[src/core/ssrm_pkg.sv]
// Package of constants and types for the safe stop ramp monitor
package ssrm_pkg;
  localparam int unsigned SSRM_CLK_HZ = 50000000;
  localparam int unsigned SSRM_SPD_W = 16;
  localparam int unsigned SSRM_TIME_W = 32;
  localparam logic [1:0] SSRM_SEL_BRAKE_RAMP = 2'h1;
  localparam logic [1:0] SSRM_SEL_ACCEL = 2'h3;
  localparam logic [1:0] SSRM_SEL_DEFAULT = 2'h1;
  localparam logic [15:0] SSRM_SHUTDOWN_RPM_DEFAULT = 16'h000a;
  localparam logic [15:0] SSRM_SPEED_LIMIT_RPM_DEFAULT = 16'h0014;
  localparam logic [15:0] SSRM_REF_RPM_DEFAULT = 16'h05dc;
  localparam logic [15:0] SSRM_DELAY_MS_DEFAULT = 16'h00fa;
  localparam logic [15:0] SSRM_MON_TIME_MS_DEFAULT = 16'h2710;
  localparam logic [15:0] SSRM_STANDSTILL_RPM_DEFAULT = 16'h0014;
  localparam logic [15:0] SSRM_STANDSTILL_MS_DEFAULT = 16'h0004;
  localparam int unsigned SSRM_MS_TICK_CYCLES = SSRM_CLK_HZ / 1000;
  localparam logic [3:0] SSRM_A_SEL = 4'h0;
  localparam logic [3:0] SSRM_A_SHUTDOWN = 4'h1;
  localparam logic [3:0] SSRM_A_SPEED_LIMIT = 4'h2;
  localparam logic [3:0] SSRM_A_REF_SPEED = 4'h3;
  localparam logic [3:0] SSRM_A_DELAY = 4'h4;
  localparam logic [3:0] SSRM_A_MON_TIME = 4'h5;
  localparam logic [3:0] SSRM_A_RAMP_DOWN = 4'h6;
  localparam logic [3:0] SSRM_A_STILL_SPD = 4'h7;
  localparam logic [3:0] SSRM_A_STILL_TIME = 4'h8;
  localparam logic [3:0] SSRM_A_STATUS = 4'h9;
  localparam int unsigned SSRM_NREG = 9;
  localparam int unsigned SSRM_ST_STOP = 0;
  localparam int unsigned SSRM_ST_SUPV = 1;
  localparam int unsigned SSRM_ST_TORQUE_OFF = 2;
  localparam int unsigned SSRM_ST_FAULT = 3;
  localparam int unsigned SSRM_ST_EXT_EN = 4;
  typedef enum logic [2:0] {
    SSRM_IDLE, SSRM_DELAY, SSRM_SUPERVISE, SSRM_TORQUE_OFF, SSRM_FAULT
  } ssrm_state_t;
endpackage : ssrm_pkg

[src/core/ssrm_cfg_if.sv]
// Interface carrying configuration words from the register store
`timescale 1ns/1ps
`default_nettype none
interface ssrm_cfg_if;
  logic [15:0] word [0:8];
  logic [3:0] addr;
  logic [15:0] wdata;
  logic we;
  modport store (input addr, input wdata, input we, output word);
  modport user (output addr, output wdata, output we, input word);
endinterface : ssrm_cfg_if
`default_nettype wire

[src/core/ssrm_cfg_regs.sv]
// Configuration register store with registered words
`timescale 1ns/1ps
`default_nettype none
module ssrm_cfg_regs
  import ssrm_pkg::*;
(
  input wire logic i_clock,
  input wire logic i_reset_n,
  ssrm_cfg_if.store cfg
);
  function automatic logic [15:0] reset_value(input int unsigned idx);
    case (idx)
      0: reset_value = {14'h0000, SSRM_SEL_DEFAULT};
      1: reset_value = SSRM_SHUTDOWN_RPM_DEFAULT;
      2: reset_value = SSRM_SPEED_LIMIT_RPM_DEFAULT;
      3: reset_value = SSRM_REF_RPM_DEFAULT;
      4: reset_value = SSRM_DELAY_MS_DEFAULT;
      5: reset_value = SSRM_MON_TIME_MS_DEFAULT;
      6: reset_value = SSRM_MON_TIME_MS_DEFAULT;
      7: reset_value = SSRM_STANDSTILL_RPM_DEFAULT;
      default: reset_value = SSRM_STANDSTILL_MS_DEFAULT;
    endcase
  endfunction
  for (genvar g = 0; g < SSRM_NREG; g++) begin : g_reg
    always_ff @(posedge i_clock or negedge i_reset_n) begin
      if (!i_reset_n) begin
        cfg.word[g] <= reset_value(g);
      end else if (cfg.we && cfg.addr == 4'(g)) begin
        cfg.word[g] <= cfg.wdata;
      end
    end
  end
endmodule : ssrm_cfg_regs
`default_nettype wire

[src/core/ssrm_top.sv]
// Safe stop ramp monitor: delay, falling-curve supervision, torque off
`timescale 1ns/1ps
`default_nettype none
module ssrm_top
  import ssrm_pkg::*;
#(
  parameter int unsigned MS_TICK_CYCLES = SSRM_MS_TICK_CYCLES
) (
  input wire logic i_clock,
  input wire logic i_reset_n,
  input wire logic [3:0] i_addr,
  input wire logic [15:0] i_wdata,
  input wire logic i_write,
  input wire logic i_read,
  output logic [15:0] o_rdata,
  input wire logic i_extended_enable_bit,
  input wire logic i_stop_select,
  input wire logic [15:0] i_speed_setpoint,
  input wire logic [15:0] i_actual_speed,
  output logic o_stop_active_flag,
  output logic o_supervision_active_flag,
  output logic o_torque_off_function,
  output logic o_safety_fault,
  output logic [15:0] o_quick_stop_ramp
);
  ssrm_cfg_if cfg();
  ssrm_cfg_regs u_regs (
    .i_clock(i_clock),
    .i_reset_n(i_reset_n),
    .cfg(cfg)
  );
  assign cfg.addr = i_addr;
  assign cfg.wdata = i_wdata;
  assign cfg.we = i_write && (i_addr < SSRM_A_STATUS);

  wire logic [1:0] function_selection = cfg.word[SSRM_A_SEL][1:0];
  wire logic [15:0] shutdown_speed_setting = cfg.word[SSRM_A_SHUTDOWN];
  wire logic [15:0] speed_limit_threshold = cfg.word[SSRM_A_SPEED_LIMIT];
  wire logic [15:0] reference_speed_setting = cfg.word[SSRM_A_REF_SPEED];
  wire logic [15:0] supervision_delay_setting = cfg.word[SSRM_A_DELAY];
  wire logic [15:0] monitoring_time_setting = cfg.word[SSRM_A_MON_TIME];
  wire logic [15:0] ramp_down_time_setting = cfg.word[SSRM_A_RAMP_DOWN];
  wire logic [15:0] standstill_speed_threshold = cfg.word[SSRM_A_STILL_SPD];
  wire logic [15:0] standstill_monitor_time = cfg.word[SSRM_A_STILL_TIME];

  ssrm_state_t state_r, state_nxt;
  logic [31:0] tick_cnt_r;
  logic ms_tick_r;
  logic [16:0] ms_cnt_r;
  logic [15:0] still_cnt_r;
  logic [31:0] curve_acc_r;
  logic [31:0] ramp_acc_r;
  logic [15:0] curve_r;
  logic [15:0] ramp_r;
  logic stop_sel_d_r;

  // Millisecond enable pulse; all curves step once per millisecond
  always_ff @(posedge i_clock or negedge i_reset_n) begin
    if (!i_reset_n) begin
      tick_cnt_r <= 32'h0;
      ms_tick_r <= 1'b0;
    end else if (tick_cnt_r >= MS_TICK_CYCLES - 1) begin
      tick_cnt_r <= 32'h0;
      ms_tick_r <= 1'b1;
    end else begin
      tick_cnt_r <= tick_cnt_r + 32'h1;
      ms_tick_r <= 1'b0;
    end
  end

  wire logic brake_mode = (function_selection == SSRM_SEL_BRAKE_RAMP);
  wire logic accel_mode = (function_selection == SSRM_SEL_ACCEL);
  wire logic mode_valid = brake_mode || accel_mode;
  wire logic enabled = i_extended_enable_bit && mode_valid;
  wire logic stop_rise = i_stop_select && !stop_sel_d_r;
  wire logic [15:0] shutdown_speed =
    (shutdown_speed_setting == 16'h0) ? speed_limit_threshold : shutdown_speed_setting;
  wire logic at_shutdown = i_actual_speed <= shutdown_speed;
  wire logic standstill = (still_cnt_r >= standstill_monitor_time) &&
                          (i_actual_speed <= standstill_speed_threshold);
  // One tick past the setting, so a part-finished first ms never shortens it
  wire logic delay_done = ms_cnt_r > {1'b0, supervision_delay_setting};
  wire logic over_curve = i_actual_speed > curve_r;
  // Per-ms decrement in 1/65536 rpm: ref speed over monitoring time
  wire logic [31:0] curve_step = (monitoring_time_setting == 16'h0) ?
    32'hffffffff : ({reference_speed_setting, 16'h0} / {16'h0, monitoring_time_setting});
  wire logic [31:0] ramp_step = (ramp_down_time_setting == 16'h0) ?
    32'hffffffff : ({reference_speed_setting, 16'h0} / {16'h0, ramp_down_time_setting});

  always_comb begin
    state_nxt = state_r;
    case (state_r)
      SSRM_IDLE: begin
        if (enabled && stop_rise) begin
          state_nxt = SSRM_DELAY;
        end
      end
      SSRM_DELAY: begin
        // Early shutdown still cuts torque before supervision begins
        if (at_shutdown || standstill) begin
          state_nxt = SSRM_TORQUE_OFF;
        end else if (delay_done) begin
          state_nxt = SSRM_SUPERVISE;
        end
      end
      SSRM_SUPERVISE: begin
        if (at_shutdown || standstill) begin
          state_nxt = SSRM_TORQUE_OFF;
        end else if (over_curve) begin
          state_nxt = SSRM_FAULT;
        end
      end
      SSRM_TORQUE_OFF: begin
        if (!i_stop_select) begin
          state_nxt = SSRM_IDLE;
        end
      end
      SSRM_FAULT: begin
        // Fault latches until the stop is deselected and enable dropped
        if (!i_stop_select && !i_extended_enable_bit) begin
          state_nxt = SSRM_IDLE;
        end
      end
      default: state_nxt = SSRM_IDLE;
    endcase
    if (!i_extended_enable_bit && state_r != SSRM_FAULT) begin
      state_nxt = SSRM_IDLE;
    end
  end

  always_ff @(posedge i_clock or negedge i_reset_n) begin
    if (!i_reset_n) begin
      state_r <= SSRM_IDLE;
      stop_sel_d_r <= 1'b0;
    end else begin
      state_r <= state_nxt;
      stop_sel_d_r <= i_stop_select;
    end
  end

  always_ff @(posedge i_clock or negedge i_reset_n) begin
    if (!i_reset_n) begin
      ms_cnt_r <= 17'h0;
    end else if (state_r != SSRM_DELAY) begin
      ms_cnt_r <= 17'h0;
    end else if (ms_tick_r && !delay_done) begin
      ms_cnt_r <= ms_cnt_r + 17'h1;
    end
  end

  always_ff @(posedge i_clock or negedge i_reset_n) begin
    if (!i_reset_n) begin
      still_cnt_r <= 16'h0;
    end else if (i_actual_speed > standstill_speed_threshold) begin
      still_cnt_r <= 16'h0;
    end else if (ms_tick_r && still_cnt_r != 16'hffff) begin
      still_cnt_r <= still_cnt_r + 16'h1;
    end
  end

  // Curves held in 16.16 fixed point so slow gradients still advance
  always_ff @(posedge i_clock or negedge i_reset_n) begin
    if (!i_reset_n) begin
      curve_acc_r <= 32'h0;
      ramp_acc_r <= 32'h0;
    end else if (state_r == SSRM_IDLE && state_nxt == SSRM_DELAY) begin
      curve_acc_r <= {i_speed_setpoint, 16'h0};
      ramp_acc_r <= {i_speed_setpoint, 16'h0};
    end else if (ms_tick_r) begin
      if (state_r == SSRM_DELAY || state_r == SSRM_SUPERVISE) begin
        ramp_acc_r <= (ramp_acc_r > ramp_step) ? ramp_acc_r - ramp_step : 32'h0;
      end
      if (state_r == SSRM_SUPERVISE) begin
        curve_acc_r <= (curve_acc_r > curve_step) ? curve_acc_r - curve_step : 32'h0;
      end
    end
  end

  assign curve_r = curve_acc_r[31:16];
  assign ramp_r = ramp_acc_r[31:16];

  wire logic stopping = state_r == SSRM_DELAY || state_r == SSRM_SUPERVISE;
  wire logic [15:0] status_word = {11'h0, enabled, state_r == SSRM_FAULT,
    state_r == SSRM_TORQUE_OFF || state_r == SSRM_FAULT,
    state_r == SSRM_SUPERVISE, state_r != SSRM_IDLE};
  wire logic [15:0] rd_sel = (i_addr == SSRM_A_STATUS) ? status_word :
    (i_addr < SSRM_A_STATUS) ? cfg.word[i_addr] : 16'h0;

  always_ff @(posedge i_clock or negedge i_reset_n) begin
    if (!i_reset_n) begin
      o_rdata <= 16'h0;
      o_stop_active_flag <= 1'b0;
      o_supervision_active_flag <= 1'b0;
      o_torque_off_function <= 1'b0;
      o_safety_fault <= 1'b0;
      o_quick_stop_ramp <= 16'h0;
    end else begin
      o_rdata <= i_read ? rd_sel : 16'h0;
      o_stop_active_flag <= state_nxt != SSRM_IDLE;
      o_supervision_active_flag <= state_nxt == SSRM_SUPERVISE;
      o_torque_off_function <= state_nxt == SSRM_TORQUE_OFF ||
                               state_nxt == SSRM_FAULT;
      o_safety_fault <= state_nxt == SSRM_FAULT;
      o_quick_stop_ramp <= stopping ? ramp_r : i_speed_setpoint;
    end
  end
endmodule : ssrm_top
`default_nettype wire

[config.mk]
export PLATFORM = sky130hd
export DESIGN_NAME = ssrm_top
export DESIGN_NICKNAME = d
export VERILOG_FILES = /design/src/core/ssrm_pkg.sv /design/src/core/ssrm_cfg_if.sv /design/src/core/ssrm_cfg_regs.sv /design/src/core/ssrm_top.sv
export SDC_FILE = /design/constraint.sdc
export NUM_CORES = 2
export LEC_CHECK = 0
export BUFFER_PORTS_ARGS = -buffer_cell sky130_fd_sc_hd__buf_2
export CAP_MARGIN = 20
export CORE_MARGIN = 10
export CORE_UTILIZATION = 60
export DETAILED_ROUTE_END_ITERATION = 6
export PLACE_DENSITY = 0.78
export SKIP_CTS_REPAIR_TIMING = 1
export SYNTH_ARGS = -nofsm -noshare
export SYNTH_HDL_FRONTEND = slang
export SYNTH_SLANG_ARGS = --single-unit
[constraint.sdc]
create_clock -name i_clock -period 113.8 [get_ports i_clock]
set_input_delay 11.38 -clock i_clock [delete_from_list [all_inputs] [get_ports i_clock]]
set_output_delay 11.38 -clock i_clock [all_outputs]
set_load 0.05 [all_outputs]
==> impl_metrics.ini <==
[global_routing]
grt_antenna_before_repair = 20
grt_use_total_pct = 34.3
grt_pass1_vias = 65883
grt_pass1_wl_mm = 359
gr-total-overflow = 0
grt_max_degree = 130

[die]
coreArea_um2 = 112000
ios = 94
die_w_um = 357
die_h_um = 357
dieArea_um2 = 127000
initial_utilization_pct = 60.5
fp-row-count = 123

[synthesis]
syn_area_um2 = 68000
synth_compound_area_share_pct = 29.0
ys.flop_type = dfrtp_1
seq_area_frac_synth_pct = 11.6
synth_top_area_share_pct = 16.6
synth_fa_ha_area_share_pct = 16.7
ys_ff_latch = 314
synth_cells = 8887
synthXorXnorAreaFrac_pct = 7.50
synth_top_family_by_area = compound AO/OA/AOI/OAI gates
yosysTopAreaCell = ha_1
ys_types = 171
postSynthAreaPerCell_um2 = 7.65
async_flop_share_pct = 100
synth_warnings = 0
synth-simple-area-share_pct = 23.1
synthTopCellsByArea = ha_1, dfrtp_1, mux2_2
synth_edf_count = 0
synth_mux_area_share_pct = 8.35

[clock_tree]
cts_buffer_depth = 3
cts_tree = done
cts.sinks = 314
clkSlewWorstSetupHoldPaths_ps = 60
clock_latency_ps = 610
cts_buffers = 38
cts_max_level = 2
cts-root-buf = clkbuf_16

[placement]
gp_congestion = 1.03
hpwl_mm = 178
port_buffers = 93
placed_area_um2 = 69900

[run_status]
outcome = finished, violations left
violations = design-rule violations

[sta]
rsz0062_at_grt = false
fin_crit_sh_pct = 92.3
setup_viol = 0
setup_tns_ps = 0
final.min_clock_period_ps = 105080
tightest_slew_ps = 1190
relSlewSlack_pct = 20.5
final_hold_viol_count = 0
fin_skew_ps = 28.3
maxSlewViolCount = 0
max_freq_mhz = 9.52

[cells_and_area]
drive_gt1_share_pct = 11.6
areaGrowthSynthToFinish_pct = 4.84
final_cell_area_um2 = 71300
nFillCells = 10106
final_util_pct = 63.4
finalNetCount = 9812
final_common_cell = ha_1
most-common-layout-cells = ha_1, nor2_1, nand2_1

[worst_setup_path]
cp_max_fo = 44
criticalPathCategory = register to register
slowest_delay_ps = 900
cp-end-kind = register
worstSetupStartpointType = register
r2r_setup_slack_ps = 8720
crit_path_frequent_cell = o21a_1
cp.arrival_ps = 105570
cp_data_required_time_ps = 114280
critPathSlowestCell = a311oi_1

[run]
drv_cap = 0

[routing]
drc = 3
drtIter0Drc = 7108
via_per_inst = 6.77
drt-total-wl_mm = 231
drt_first_pass_iters = 7
drtAntennaViolNets = 0
wl_per_cell_um = 22.2
vias = 70321

[hold_path]
hp-class = register to register
-- worst paths after layout --
| kind | start | to | cells after the start |
|---|---|---|---|
| min | tick_cnt_r[0] | tick_cnt_r[0] | 1 |
| max reg2reg | u_regs.cfg.word[44] | ramp_acc_r[3] | 431 |
| min in group asynchronous | i_reset_n | o_safety_fault | 1 |
| max in group asynchronous | i_reset_n | tick_cnt_r[10] | 2 |
| min reg2reg | tick_cnt_r[0] | tick_cnt_r[0] | 1 |
| max | u_regs.cfg.word[44] | ramp_acc_r[3] | 431 |
-- Yosys cell counts (all sizes together) (21+ instances only) --
master / n
nor3: 311
nand2b: 184
o211ai: 84
nor4: 79
a211oi: 79
o22ai: 42
mux2: 348
nor2b: 98
mux4: 32
inv: 311
o21a: 320
buf: 61
xor2: 203
mux2i: 102
dfrtp: 283
dfstp: 31
o31a: 25
and3: 64
nand2: 688
clkbuf: 224
o31ai: 133
ha: 901
nor3b: 27
or4: 26
nand4: 142
nand3: 214
a22oi: 27
xnor2: 378
a21oi: 671
a21boi: 41
a21o: 446
and2: 123
or3: 84
nor2: 843
nand3b: 21
a31o: 29
a211o: 44
and4: 35
a31oi: 71
or2: 105
o21ai: 550
o21bai: 42
-- worst max-delay path: cells and delay by family, from the launching register on --
kind            cells  cell delay, ps
fa+ha+maj          33           11270
buf+inv            14            3900
simple gates      103           24960
mux                12            4330
compound gates    269           59810
flops               1             410
-- per-layer routing --
layer | wire, um | up-vias | GRT usage (%)
li1 | - | 33230 | -
met1 | 93800 | 33108 | 43.4
met2 | 101000 | 3142 | 54.7
met3 | 23100 | 825 | 7.21
met4 | 13400 | 16 | 17.4
met5 | 87 | - | 0
-- per-stage QoR --
stage	hold WS, ps	instances	setup slack (ps)
after floorplan	448	8902	19440
after global placement	463	10305	11290
after detailed placement	468	10305	10050
after CTS	476	10375	9630
after global routing	510	10379	1770
final	478	10390	8720
-- layout make-up --
| class | instances | area, um2 | area share, % |
|---|---|---|---|
| multi-input combinational | 7990 | 57700 | 80.9 |
| sequential | 314 | 7900 | 11.1 |
| tap | 1500 | 1880 | 2.63 |
| timing repair buffer | 192 | 1240 | 1.74 |
| inverter | 313 | 1170 | 1.65 |
| clock buffer | 47 | 1020 | 1.44 |
| clock inverter | 23 | 344 | 0.483 |
| antenna | 11 | 27.5 | 0.0386 |
-- state kept, by name, summed over array words and instances, names as in the netlist, 3 cells and up --
signal	cells
o_quick_stop_ramp	16
still_cnt_r	16
o_rdata	16
ms_cnt_r	17
curve_acc_r	32
u_regs.cfg.word	144
tick_cnt_r	32
state_r	3
ramp_acc_r	32
-- cells by family after synthesis --
group           after synthesis
simple gates               3104
compound gates             2902
fa+ha+maj                   905
buf+inv                     598
xor+xnor                    581
mux                         482
flops                       314
other cells                   1
Power is not shown: default switching activity piles up to over one toggle a cycle in this logic, so the estimate is an artifact.
